[src/tds_pkg.sv]
/*
 * constants, register map and types of the trigger delay scheduler.
 * assumes a 32-bit avalon-mm slave port with byte addresses.
 */
package tds_pkg;
   // ==========================================================
   // sizes
   localparam int NUM_EV   = 8;
   localparam int NUM_TRIG = 8;
   localparam int NUM_CMD  = 16;
   localparam int CNT_W    = 16;
   localparam int CMD_W    = 16;
   localparam logic [CNT_W-1:0] CNT_MAX = 16'hFFFF;

   // ==========================================================
   // register byte offsets
   localparam logic [7:0] OFS_CTRL    = 8'h00;
   localparam logic [7:0] OFS_EDGE    = 8'h04;
   localparam logic [7:0] OFS_RELOAD  = 8'h08;
   localparam logic [7:0] OFS_TCFG    = 8'h0C;
   localparam logic [7:0] OFS_STATUS  = 8'h10;
   localparam logic [7:0] OFS_INT_CLR = 8'h14;
   localparam logic [7:0] OFS_INT_EN  = 8'h18;
   localparam logic [7:0] OFS_COUNT   = 8'h1C;
   localparam logic [7:0] OFS_DELAY   = 8'h20;
   localparam logic [7:0] OFS_SCFG    = 8'h40;
   localparam logic [7:0] OFS_CMD     = 8'h80;

   // ==========================================================
   // field positions
   localparam int CTRL_EN_BIT    = 0;
   localparam int CTRL_MODE_BIT  = 1;
   localparam int CTRL_SEL_LSB   = 2;
   localparam int EDGE_RISE_BIT  = 0;
   localparam int EDGE_FALL_BIT  = 1;
   localparam int TCFG_PULSE_LSB = 0;
   localparam int TCFG_CMD_LSB   = 8;
   localparam int STAT_OVR_BIT   = 8;
   localparam int STAT_DONE_BIT  = 9;
   localparam int COUNT_RUN_BIT  = 16;
   localparam int COUNT_BUSY_BIT = 17;
   localparam int SCFG_FIRST_LSB = 0;
   localparam int SCFG_CNT_LSB   = 4;
   localparam int CMD_CH_LSB     = 0;
   localparam int CMD_CONV_BIT   = 6;
   localparam int CMD_DUAL_BIT   = 7;
   localparam int CMD_BUF_LSB    = 8;
   localparam int CMD_USED_W     = 11;

   // ==========================================================
   // reset values
   localparam logic [31:0] RST_WORD  = 32'h0000_0000;
   localparam logic [31:0] ALL_ONES  = 32'hFFFF_FFFF;

   // ==========================================================
   // command sequencer states
   typedef enum logic [1:0]
   {
      SEQ_IDLE  = 2'b00,
      SEQ_ISSUE = 2'b01,
      SEQ_WAIT  = 2'b10
   } tds_seq_state_e;
endpackage

[src/tds_seq_if.sv]
/*
 * link between the scheduler core and its command sequencer.
 * assumes both ends share one clock.
 */
`timescale 1ns/100ps
interface tds_seq_if
   import tds_pkg::*;
();
   logic             start;
   logic [3:0]       first;
   logic [3:0]       count;
   logic [3:0]       tbl_addr;
   logic [CMD_W-1:0] tbl_data;
   logic             busy;
   logic             done;

   modport ctl
   (
      output start, first, count, tbl_data,
      input  tbl_addr, busy, done
   );
   modport seq
   (
      input  start, first, count, tbl_data,
      output tbl_addr, busy, done
   );
endinterface

[src/tds_top.sv]
/*
 * trigger delay scheduler: event edges, delay counter, comparators,
 * trigger pulses, converter command sequencing, interrupts, registers.
 * assumes an avalon-mm master, on-chip converters on the same clock
 * and asynchronous event pins.
 */
// Local design decisions: the Avalon-MM slave port and the register offsets.
`timescale 1ns/100ps
module tds_top
   import tds_pkg::*;
(
   // clock and reset
   input  wire logic              clock,
   input  wire logic              rst_n,
   // avalon-mm slave
   input  wire logic [7:0]        avs_address,
   input  wire logic              avs_read,
   input  wire logic              avs_write,
   input  wire logic [31:0]       avs_writedata,
   output logic      [31:0]       avs_readdata,
   output logic                   avs_waitrequest,
   // event pins
   input  wire logic [NUM_EV-1:0] event_in,
   // trigger outputs
   output logic [NUM_TRIG-1:0]    trig_pulse,
   // converter command port
   output logic [CMD_W-1:0]       conv_cmd,
   output logic                   conv_cmd_valid,
   input  wire logic [1:0]        conv_done,
   // interrupt
   output logic                   irq
);
   // ==========================================================
   // registers
   logic                 wait_ff, nxt_wait;
   logic [31:0]          rdata_ff, nxt_rdata;
   logic [4:0]           ctrl_ff, nxt_ctrl;
   logic [2*NUM_EV-1:0]  edge_ff, nxt_edge;
   logic [NUM_EV-1:0]    reload_ff, nxt_reload;
   logic [15:0]          tcfg_ff, nxt_tcfg;
   logic [9:0]           status_ff, nxt_status;
   logic [9:0]           int_en_ff, nxt_int_en;
   logic                 irq_ff, nxt_irq;
   logic [CNT_W-1:0]     cnt_ff, nxt_cnt;
   logic                 run_ff, nxt_run;
   logic [NUM_TRIG-1:0]  pulse_ff, nxt_pulse;
   logic [CNT_W-1:0]     delay_ff [NUM_TRIG];
   logic [CNT_W-1:0]     nxt_delay [NUM_TRIG];
   logic [7:0]           scfg_ff [NUM_TRIG];
   logic [7:0]           nxt_scfg [NUM_TRIG];
   logic [CMD_W-1:0]     cmd_ff [NUM_CMD];
   logic [CMD_W-1:0]     nxt_cmd [NUM_CMD];

   // ==========================================================
   // combinational terms
   logic [NUM_EV-1:0]    ev_pulse;
   logic                 enable, seq_mode;
   logic [2:0]           seq_sel;
   logic                 reload;
   logic [NUM_TRIG-1:0]  fire;
   logic [NUM_TRIG-1:0]  cmd_fire;
   logic                 wr;
   logic [31:0]          rd_mux;
   logic [9:0]           set_mask, clr_mask;
   logic [3:0]           pick;
   logic                 multi_fire;

   tds_seq_if seq_link ();

   tds_edge_detect u_edge
   (
      .clock    (clock),
      .rst_n    (rst_n),
      .event_in (event_in),
      .edge_sel (edge_ff),
      .ev_pulse (ev_pulse)
   );

   tds_cmd_seq u_seq
   (
      .clock     (clock),
      .rst_n     (rst_n),
      .ctl       (seq_link.seq),
      .cmd_data  (conv_cmd),
      .cmd_valid (conv_cmd_valid),
      .conv_done (conv_done)
   );

   // ==========================================================
   // counter, comparators and trigger selection
   assign enable   = ctrl_ff[CTRL_EN_BIT];
   assign seq_mode = ctrl_ff[CTRL_MODE_BIT];
   assign seq_sel  = ctrl_ff[CTRL_SEL_LSB +: 3];

   always_comb
   begin
      if (seq_mode)
         reload = enable && (ev_pulse[0] || ev_pulse[seq_sel]);
      else
         reload = enable && ((ev_pulse & reload_ff) != '0);
      for (int i = 0; i < NUM_TRIG; i++)
      begin
         if (seq_mode)
            fire[i] = enable && run_ff && (i == int'(seq_sel))
                   && (cnt_ff == delay_ff[0]);
         else
            fire[i] = enable && run_ff && (cnt_ff == delay_ff[i]);
      end
      cmd_fire   = fire & tcfg_ff[TCFG_CMD_LSB +: NUM_TRIG];
      multi_fire = (cmd_fire & (cmd_fire - 8'h01)) != 8'h00;
      pick       = 4'h0;
      for (int i = NUM_TRIG - 1; i >= 0; i--)
      begin
         if (cmd_fire[i])
            pick = 4'(i);
      end
   end

   // lowest firing trigger owns the sequencer
   assign seq_link.start = (cmd_fire != '0) && !seq_link.busy
                        && (scfg_ff[pick[2:0]][SCFG_CNT_LSB +: 4] != 4'h0);
   assign seq_link.first = scfg_ff[pick[2:0]][SCFG_FIRST_LSB +: 4];
   assign seq_link.count = scfg_ff[pick[2:0]][SCFG_CNT_LSB +: 4];
   assign seq_link.tbl_data = cmd_ff[seq_link.tbl_addr];

   // ==========================================================
   // register read mux
   always_comb
   begin
      rd_mux = RST_WORD;
      if (avs_address >= OFS_CMD)
         rd_mux[CMD_USED_W-1:0] = cmd_ff[avs_address[5:2]][CMD_USED_W-1:0];
      else if (avs_address >= OFS_SCFG && avs_address < 8'h60)
         rd_mux[7:0] = scfg_ff[avs_address[4:2]];
      else if (avs_address >= OFS_DELAY && avs_address < OFS_SCFG)
         rd_mux[CNT_W-1:0] = delay_ff[avs_address[4:2]];
      else
         case (avs_address)
            OFS_CTRL:   rd_mux[4:0]  = ctrl_ff;
            OFS_EDGE:   rd_mux[15:0] = edge_ff;
            OFS_RELOAD: rd_mux[7:0]  = reload_ff;
            OFS_TCFG:   rd_mux[15:0] = tcfg_ff;
            OFS_STATUS: rd_mux[9:0]  = status_ff;
            OFS_INT_EN: rd_mux[9:0]  = int_en_ff;
            OFS_COUNT:
            begin
               rd_mux[CNT_W-1:0]     = cnt_ff;
               rd_mux[COUNT_RUN_BIT]  = run_ff;
               rd_mux[COUNT_BUSY_BIT] = seq_link.busy;
            end
            default:    rd_mux = RST_WORD;
         endcase
   end

   // ==========================================================
   // next state
   always_comb
   begin
      nxt_wait   = 1'b1;
      nxt_rdata  = rdata_ff;
      nxt_ctrl   = ctrl_ff;
      nxt_edge   = edge_ff;
      nxt_reload = reload_ff;
      nxt_tcfg   = tcfg_ff;
      nxt_int_en = int_en_ff;
      nxt_delay  = delay_ff;
      nxt_scfg   = scfg_ff;
      nxt_cmd    = cmd_ff;
      clr_mask   = 10'h000;
      // one wait cycle, then the request is answered
      if ((avs_read || avs_write) && wait_ff)
      begin
         nxt_wait  = 1'b0;
         nxt_rdata = rd_mux;
      end
      wr = avs_write && !wait_ff;
      if (wr)
      begin
         if (avs_address >= OFS_CMD)
            nxt_cmd[avs_address[5:2]] = avs_writedata[CMD_W-1:0];
         else if (avs_address >= OFS_SCFG && avs_address < 8'h60)
            nxt_scfg[avs_address[4:2]] = avs_writedata[7:0];
         else if (avs_address >= OFS_DELAY && avs_address < OFS_SCFG)
            nxt_delay[avs_address[4:2]] = avs_writedata[CNT_W-1:0];
         else
            case (avs_address)
               OFS_CTRL:    nxt_ctrl   = avs_writedata[4:0];
               OFS_EDGE:    nxt_edge   = avs_writedata[15:0];
               OFS_RELOAD:  nxt_reload = avs_writedata[7:0];
               OFS_TCFG:    nxt_tcfg   = avs_writedata[15:0];
               OFS_INT_CLR: clr_mask   = avs_writedata[9:0];
               OFS_INT_EN:  nxt_int_en = avs_writedata[9:0];
               default:     clr_mask   = 10'h000;
            endcase
      end
      // status: set wins over clear
      set_mask = {seq_link.done,
                  (cmd_fire != '0) && (seq_link.busy || multi_fire),
                  fire};
      nxt_status = (status_ff & ~clr_mask) | set_mask;
      nxt_irq    = (nxt_status & int_en_ff) != 10'h000;
      nxt_pulse  = fire & tcfg_ff[TCFG_PULSE_LSB +: NUM_TRIG];
      // counter restarts from zero and stops at its end
      nxt_cnt = cnt_ff;
      nxt_run = run_ff && enable;
      if (reload)
      begin
         nxt_cnt = RST_WORD[CNT_W-1:0];
         nxt_run = 1'b1;
      end
      else if (run_ff)
      begin
         if (cnt_ff == CNT_MAX)
            nxt_run = 1'b0;
         else
            nxt_cnt = cnt_ff + 16'h0001;
      end
   end

   always_ff @(posedge clock or negedge rst_n)
   begin
      if (!rst_n)
      begin
         wait_ff   <= 1'b1;
         rdata_ff  <= RST_WORD;
         ctrl_ff   <= RST_WORD[4:0];
         edge_ff   <= RST_WORD[15:0];
         reload_ff <= RST_WORD[7:0];
         tcfg_ff   <= RST_WORD[15:0];
         status_ff <= RST_WORD[9:0];
         int_en_ff <= RST_WORD[9:0];
         irq_ff    <= 1'b0;
         cnt_ff    <= RST_WORD[CNT_W-1:0];
         run_ff    <= 1'b0;
         pulse_ff  <= RST_WORD[7:0];
         for (int i = 0; i < NUM_TRIG; i++)
         begin
            delay_ff[i] <= RST_WORD[CNT_W-1:0];
            scfg_ff[i]  <= RST_WORD[7:0];
         end
         for (int i = 0; i < NUM_CMD; i++)
            cmd_ff[i] <= RST_WORD[CMD_W-1:0];
      end
      else
      begin
         wait_ff   <= nxt_wait;
         rdata_ff  <= nxt_rdata;
         ctrl_ff   <= nxt_ctrl;
         edge_ff   <= nxt_edge;
         reload_ff <= nxt_reload;
         tcfg_ff   <= nxt_tcfg;
         status_ff <= nxt_status;
         int_en_ff <= nxt_int_en;
         irq_ff    <= nxt_irq;
         cnt_ff    <= nxt_cnt;
         run_ff    <= nxt_run;
         pulse_ff  <= nxt_pulse;
         delay_ff  <= nxt_delay;
         scfg_ff   <= nxt_scfg;
         cmd_ff    <= nxt_cmd;
      end
   end

   assign avs_readdata    = rdata_ff;
   assign avs_waitrequest = wait_ff;
   assign trig_pulse      = pulse_ff;
   assign irq             = irq_ff;
endmodule

[src/tds_edge_detect.sv]
/*
 * synchronises the event pins and detects the selected edges.
 * assumes event pins are asynchronous to clock.
 */
`timescale 1ns/100ps
module tds_edge_detect
   import tds_pkg::*;
(
   // clock and reset
   input  wire logic                  clock,
   input  wire logic                  rst_n,
   // pins and selection
   input  wire logic [NUM_EV-1:0]     event_in,
   input  wire logic [2*NUM_EV-1:0]   edge_sel,
   // detected events
   output logic      [NUM_EV-1:0]     ev_pulse
);
   // ==========================================================
   // per event synchroniser and edge detector
   for (genvar i = 0; i < NUM_EV; i++)
   begin : g_ev
      logic sync1_ff, sync2_ff, prev_ff, pulse_ff;
      logic nxt_pulse;

      always_comb
      begin
         nxt_pulse = (edge_sel[2*i+EDGE_RISE_BIT] && sync2_ff && !prev_ff)
            || (edge_sel[2*i+EDGE_FALL_BIT] && !sync2_ff && prev_ff);
      end

      always_ff @(posedge clock or negedge rst_n)
      begin
         if (!rst_n)
         begin
            sync1_ff <= 1'b0;
            sync2_ff <= 1'b0;
            prev_ff  <= 1'b0;
            pulse_ff <= 1'b0;
         end
         else
         begin
            sync1_ff <= event_in[i];
            sync2_ff <= sync1_ff;
            prev_ff  <= sync2_ff;
            pulse_ff <= nxt_pulse;
         end
      end

      assign ev_pulse[i] = pulse_ff;

   end
endmodule

[src/tds_cmd_seq.sv]
/*
 * issues the queued converter commands of one trigger, one at a time.
 * assumes converter done pulses arrive on the same clock.
 */
`timescale 1ns/100ps
module tds_cmd_seq
   import tds_pkg::*;
(
   // clock and reset
   input  wire logic             clock,
   input  wire logic             rst_n,
   // core side
   tds_seq_if.seq                ctl,
   // converter side
   output logic      [CMD_W-1:0] cmd_data,
   output logic                  cmd_valid,
   input  wire logic [1:0]       conv_done
);
   // ==========================================================
   // state
   tds_seq_state_e   state_ff, nxt_state;
   logic [3:0]       idx_ff, nxt_idx;
   logic [3:0]       left_ff, nxt_left;
   logic [1:0]       got_ff, nxt_got;
   logic [1:0]       need_ff, nxt_need;
   logic             valid_ff, nxt_valid;
   logic [CMD_W-1:0] data_ff, nxt_data;
   logic             done_ff, nxt_done;
   logic [1:0]       got_now;

   always_comb
   begin
      nxt_state = state_ff;
      nxt_idx   = idx_ff;
      nxt_left  = left_ff;
      nxt_got   = got_ff;
      nxt_need  = need_ff;
      nxt_data  = data_ff;
      nxt_valid = 1'b0;
      nxt_done  = 1'b0;
      got_now   = got_ff | conv_done;
      case (state_ff)
         SEQ_IDLE:
         begin
            if (ctl.start)
            begin
               nxt_idx   = ctl.first;
               nxt_left  = ctl.count;
               nxt_state = SEQ_ISSUE;
            end
         end
         SEQ_ISSUE:
         begin
            nxt_valid = 1'b1;
            nxt_data  = ctl.tbl_data;
            nxt_got   = 2'b00;
            // a concurrent command waits for both converters
            if (ctl.tbl_data[CMD_DUAL_BIT])
               nxt_need = 2'b11;
            else if (ctl.tbl_data[CMD_CONV_BIT])
               nxt_need = 2'b10;
            else
               nxt_need = 2'b01;
            nxt_state = SEQ_WAIT;
         end
         SEQ_WAIT:
         begin
            nxt_got = got_now;
            if ((got_now & need_ff) == need_ff)
            begin
               if (left_ff == 4'h1)
               begin
                  nxt_done  = 1'b1;
                  nxt_state = SEQ_IDLE;
               end
               else
               begin
                  nxt_idx   = idx_ff + 4'h1;
                  nxt_left  = left_ff - 4'h1;
                  nxt_state = SEQ_ISSUE;
               end
            end
         end
         default:
            nxt_state = SEQ_IDLE;
      endcase
   end

   always_ff @(posedge clock or negedge rst_n)
   begin
      if (!rst_n)
      begin
         state_ff <= SEQ_IDLE;
         idx_ff   <= 4'h0;
         left_ff  <= 4'h0;
         got_ff   <= 2'b00;
         need_ff  <= 2'b00;
         valid_ff <= 1'b0;
         data_ff  <= RST_WORD[CMD_W-1:0];
         done_ff  <= 1'b0;
      end
      else
      begin
         state_ff <= nxt_state;
         idx_ff   <= nxt_idx;
         left_ff  <= nxt_left;
         got_ff   <= nxt_got;
         need_ff  <= nxt_need;
         valid_ff <= nxt_valid;
         data_ff  <= nxt_data;
         done_ff  <= nxt_done;
      end
   end

   assign cmd_valid    = valid_ff;
   assign cmd_data     = data_ff;
   assign ctl.tbl_addr = idx_ff;
   assign ctl.busy     = (state_ff != SEQ_IDLE);
   assign ctl.done     = done_ff;
endmodule

[config.mk]
export PLATFORM = sky130hd
export DESIGN_NAME = tds_top
export DESIGN_NICKNAME = d
export VERILOG_FILES = /design/src/tds_pkg.sv /design/src/tds_seq_if.sv /design/src/tds_top.sv /design/src/tds_edge_detect.sv /design/src/tds_cmd_seq.sv
export SDC_FILE = /design/constraint.sdc
export NUM_CORES = 1
export LEC_CHECK = 0
export BUFFER_PORTS_ARGS = -buffer_cell sky130_fd_sc_hd__buf_2
export CORE_MARGIN = 2
export CORE_UTILIZATION = 45
export CTS_CLUSTER_DIAMETER = 50
export DETAILED_ROUTE_END_ITERATION = 6
export GPL_TIMING_DRIVEN = 0
export PLACE_DENSITY_LB_ADDON = 0.25
export RECOVER_POWER = 25
export SETUP_SLACK_MARGIN = 0.2
export SKIP_LAST_GASP = 1
export SLEW_MARGIN = 20
export SYNTH_ARGS = -nofsm -noshare
export SYNTH_HDL_FRONTEND = slang
export SYNTH_HIERARCHICAL = 1
export SYNTH_SLANG_ARGS = --single-unit
[constraint.sdc]
create_clock -name clock -period 6.2 [get_ports clock]
set_input_delay 0 -clock clock [delete_from_list [all_inputs] [get_ports clock]]
set_output_delay 0 -clock clock [all_outputs]
set_load 0.05 [all_outputs]
==> results.sh <==
export IMPL_power_leakage_uw=0.0168
export IMPL_worst_pin_slew_ns=4.56
export IMPL_row_count=98
export IMPL_fin_ws_ns=0.905
export IMPL_synthesis_area_um2=32200
export IMPL_firstDrtPassIters=7
export IMPL_critPathKind="flip-flop to flip-flop"
export IMPL_clock_latency_ns=0.65
export IMPL_violations="design-rule violations, max-capacitance violations, max-slew violations"
export IMPL_synth_area_top_cells="dfrtp_1 (48%), mux2_2 (19%), mux4_2 (13%), xnor2_1 (3.5%), mux2i_1 (2.0%)"
export IMPL_drtAntennaViolNets=0
export IMPL_wl_per_cell_um=31.4
export IMPL_via_count=22600
export IMPL_r2r_start="cnt_ff[0]"
export IMPL_postSynth_asyncResetShare=1.00
export IMPL_hold_viol=0
export IMPL_cts_setup_buffers=0
export IMPL_drt_initial_drc_count=2520
export IMPL_cp_max_fo=10
export IMPL_final_cells=3611
export IMPL_synth_area_per_cell_um2=13.6
export IMPL_grt_pass1_wl_um=164000
export IMPL_synth_seq_area_share=0.483
export IMPL_synth_cells=2378
export IMPL_hold_class="input pin to flip-flop"
export IMPL_vdd_drop_max_mv=0.184
export IMPL_finalClockSkew_ns=0.0376
export IMPL_setup_violations=0
export IMPL_synth_main_ff_cell="dfrtp_1"
export IMPL_antenna_found_initial=6
export IMPL_ys_seq_elements=622
export IMPL_fp_dieW_um=272
export IMPL_place_inst=3425
export IMPL_drv_cap=1
export IMPL_cts_max_path_buffers=3
export IMPL_via_per_inst=6.27
export IMPL_cts_tree="yes"
export IMPL_fin_crit_ns=5.29
export IMPL_p_per_area_nw_per_um2=301
export IMPL_rrSetupSlack_ns=0.91
export IMPL_ys_warn_count=6
export IMPL_place_congestion=1.02
export IMPL_cts_htree_levels=3
export IMPL_area_delta_synth_final_pct=15.6
export IMPL_fin_crit_sh=0.854
export IMPL_synth_top_cell_area_share=0.482
export IMPL_synth_edf_count=0
export IMPL_die_area_um2=73800
export IMPL_fill_cells=6093
export IMPL_grt_pass1_vias=23100
export IMPL_hold_end="cmd_ff[9]"
export IMPL_die_h_um=272
export IMPL_r2r_cells=15
export IMPL_clk_pin_slew_ns=0.06
export IMPL_startpoint_type="flip-flop"
export IMPL_ios=113
export IMPL_layout_commonest_cell="dfrtp_1"
export IMPL_mostFrequentLayoutCells="dfrtp_1 (621), mux2_2 (535), mux4_2 (186), clkbuf_1 (170), xnor2_1 (127)"
export IMPL_outcome="finished with violations"
export IMPL_critPathCaptureType="flip-flop"
export IMPL_cts_sinks=622
export IMPL_postCtsHoldBufs=33
export IMPL_required_ns=6.73
export IMPL_finalMaxSlewViolations=83
export IMPL_place_port_buffers=74
export IMPL_final_cell_area_um2=37300
export IMPL_synth_cell_types=76
export IMPL_drc=7
export IMPL_clock_fmax_mhz=189
export IMPL_nets=2656
export IMPL_coreArea_um2=71200
export IMPL_grt_setup_unrepaired="false"
export IMPL_cts_made_buffers=81
export IMPL_grt_max_degree=101
export IMPL_synth_top_area_cell="dfrtp_1"
export IMPL_gr_usage_all_layers=0.310
export IMPL_slew_headroom=-2.04
export IMPL_routed_wl_um=114000
export IMPL_final_core_util=0.523
export IMPL_cts_resized=0
export IMPL_start_util=0.452
export IMPL_preCtsSetupSlack_ns=1.19
export IMPL_placed_area_um2=34100
export IMPL_min_from="avs_writedata[9]"
export IMPL_drive_gt1_frac=0.374
export IMPL_r2r_end="u_seq/left_ff[2]"
export IMPL_arrival_ns=5.83
export IMPL_hpwl_um=83400
export IMPL_grt_overflow=0
export IMPL_whs_path_depth=2
export IMPL_clockRootBuffer="clkbuf_16"
synthesized netlist by cell type (5+ instances only):
cell type	n
nor4_1	13
and2_1	19
buf_1	22
xnor2_1	127
o22ai_1	17
nor2_1	69
dfrtp_1	621
a21oi_1	26
and4_1	7
o21ai_0	33
nand2b_1	6
buf_6	7
o221ai_1	5
clkbuf_1	117
a32o_1	9
or3_1	7
mux4_2	186
inv_1	24
nand3_1	39
a22o_1	13
ha_1	8
a222oi_1	5
mux2_2	535
a31oi_1	7
nor2b_1	7
a22oi_1	25
a21o_1	11
nand4_1	42
and3_1	15
nor3_1	27
a32oi_1	7
buf_2	31
xor2_1	10
mux2i_1	65
nand2_1	122
buf_4	25
layout make-up:
class / count / area (µm²) / share of cell area
multi-input cells: 1543 / 15700 / 0.422
flip-flops and latches: 622 / 15600 / 0.418
clock buffers: 108 / 2300 / 0.0618
well taps: 950 / 1190 / 0.0319
plain buffers: 202 / 953 / 0.0256
repair buffers: 120 / 898 / 0.0241
clock inverters: 41 / 541 / 0.0145
inverters: 24 / 90.1 / 0.00242
diodes: 1 / 2.50 / 0.0000672
sequential cells by signal, summed over array words and instances, names as in the netlist, 10 cells and up:
register and cells:
cmd_ff 256, delay_ff 128, scfg_ff 64, avs_readdata 18, cnt_ff 16, edge_ff 16
tcfg_ff 16, u_seq/cmd_data 16, int_en_ff 10, status_ff 10
how the worst max path moves through the flow:
stage / cells past startpoint / startpoint / slack, ns / to
after global placement: 1 / rst_n / -7.69 / u_seq/got_ff[0]
after detailed placement: 15 / cnt_ff[0] / 1.19 / u_seq/left_ff[2]
final: 15 / cnt_ff[0] / 0.91 / u_seq/left_ff[2]
after floorplan: 15 / cnt_ff[4] / 2.43 / u_seq/state_ff[0]
after CTS: 15 / cnt_ff[0] / 1.16 / u_seq/left_ff[2]
after global routing: 3 / rst_n / 0.56 / delay_ff[56]
power breakdown:
part | switching [µW] | internal (µW)
Sequential | 286 | 4440
Combinational | 854 | 735
Clock | 1940 | 2950
critical path: stages, from the launching register on:
cell	delay (ns)
dfrtp_1	0.41
buf_2	0.24
xnor2_1	0.59
nand4_1	0.21
nor4_1	0.73
a32o_1	0.41
a22oi_1	0.21
a211oi_2	0.45
mux2i_1	0.25
mux2i_1	0.08
mux2_2	0.34
o41a_1	0.47
nand2b_1	0.19
o211ai_2	0.21
nor4_1	0.09
a311oi_1	0.31
layer usage:
metal  up-vias  global-route usage  wire length, µm
li1       9339                   -                -
met1     12100               0.438            48700
met2      1023               0.466            50700
met3       202              0.0766            10200
met4         4               0.108             3850
met5         -                   0               27
cells by family (layout without fill, tap and decap cells):
| family | Yosys count | count (layout) | share of synthesized area |
|---|---|---|---|
| other | 1 | 15 | 0.000116 |
| xor gates and xnor gates | 138 | 138 | 0.0377 |
| muxes | 786 | 786 | 0.337 |
| and+or+nand+nor | 395 | 395 | 0.0613 |
| adders and majority gates | 9 | 9 | 0.00342 |
| DFF | 622 | 622 | 0.483 |
| buffers and inverters | 226 | 495 | 0.0321 |
| AOI/OAI and AO/OA | 201 | 201 | 0.0454 |
stage by stage:
stage                     power [µW]  hold WS, ns   TNS, ns
final                          11200       0.0718         0
after detailed placement        6340       0.0827         0
after CTS                      11200       0.0403         0
after global routing           11600       0.0783         0
after global placement          6260        0.110  -4714.76
after floorplan                 5740       -0.296         0
No activity file was read; power rests on OpenSTA's default activity.
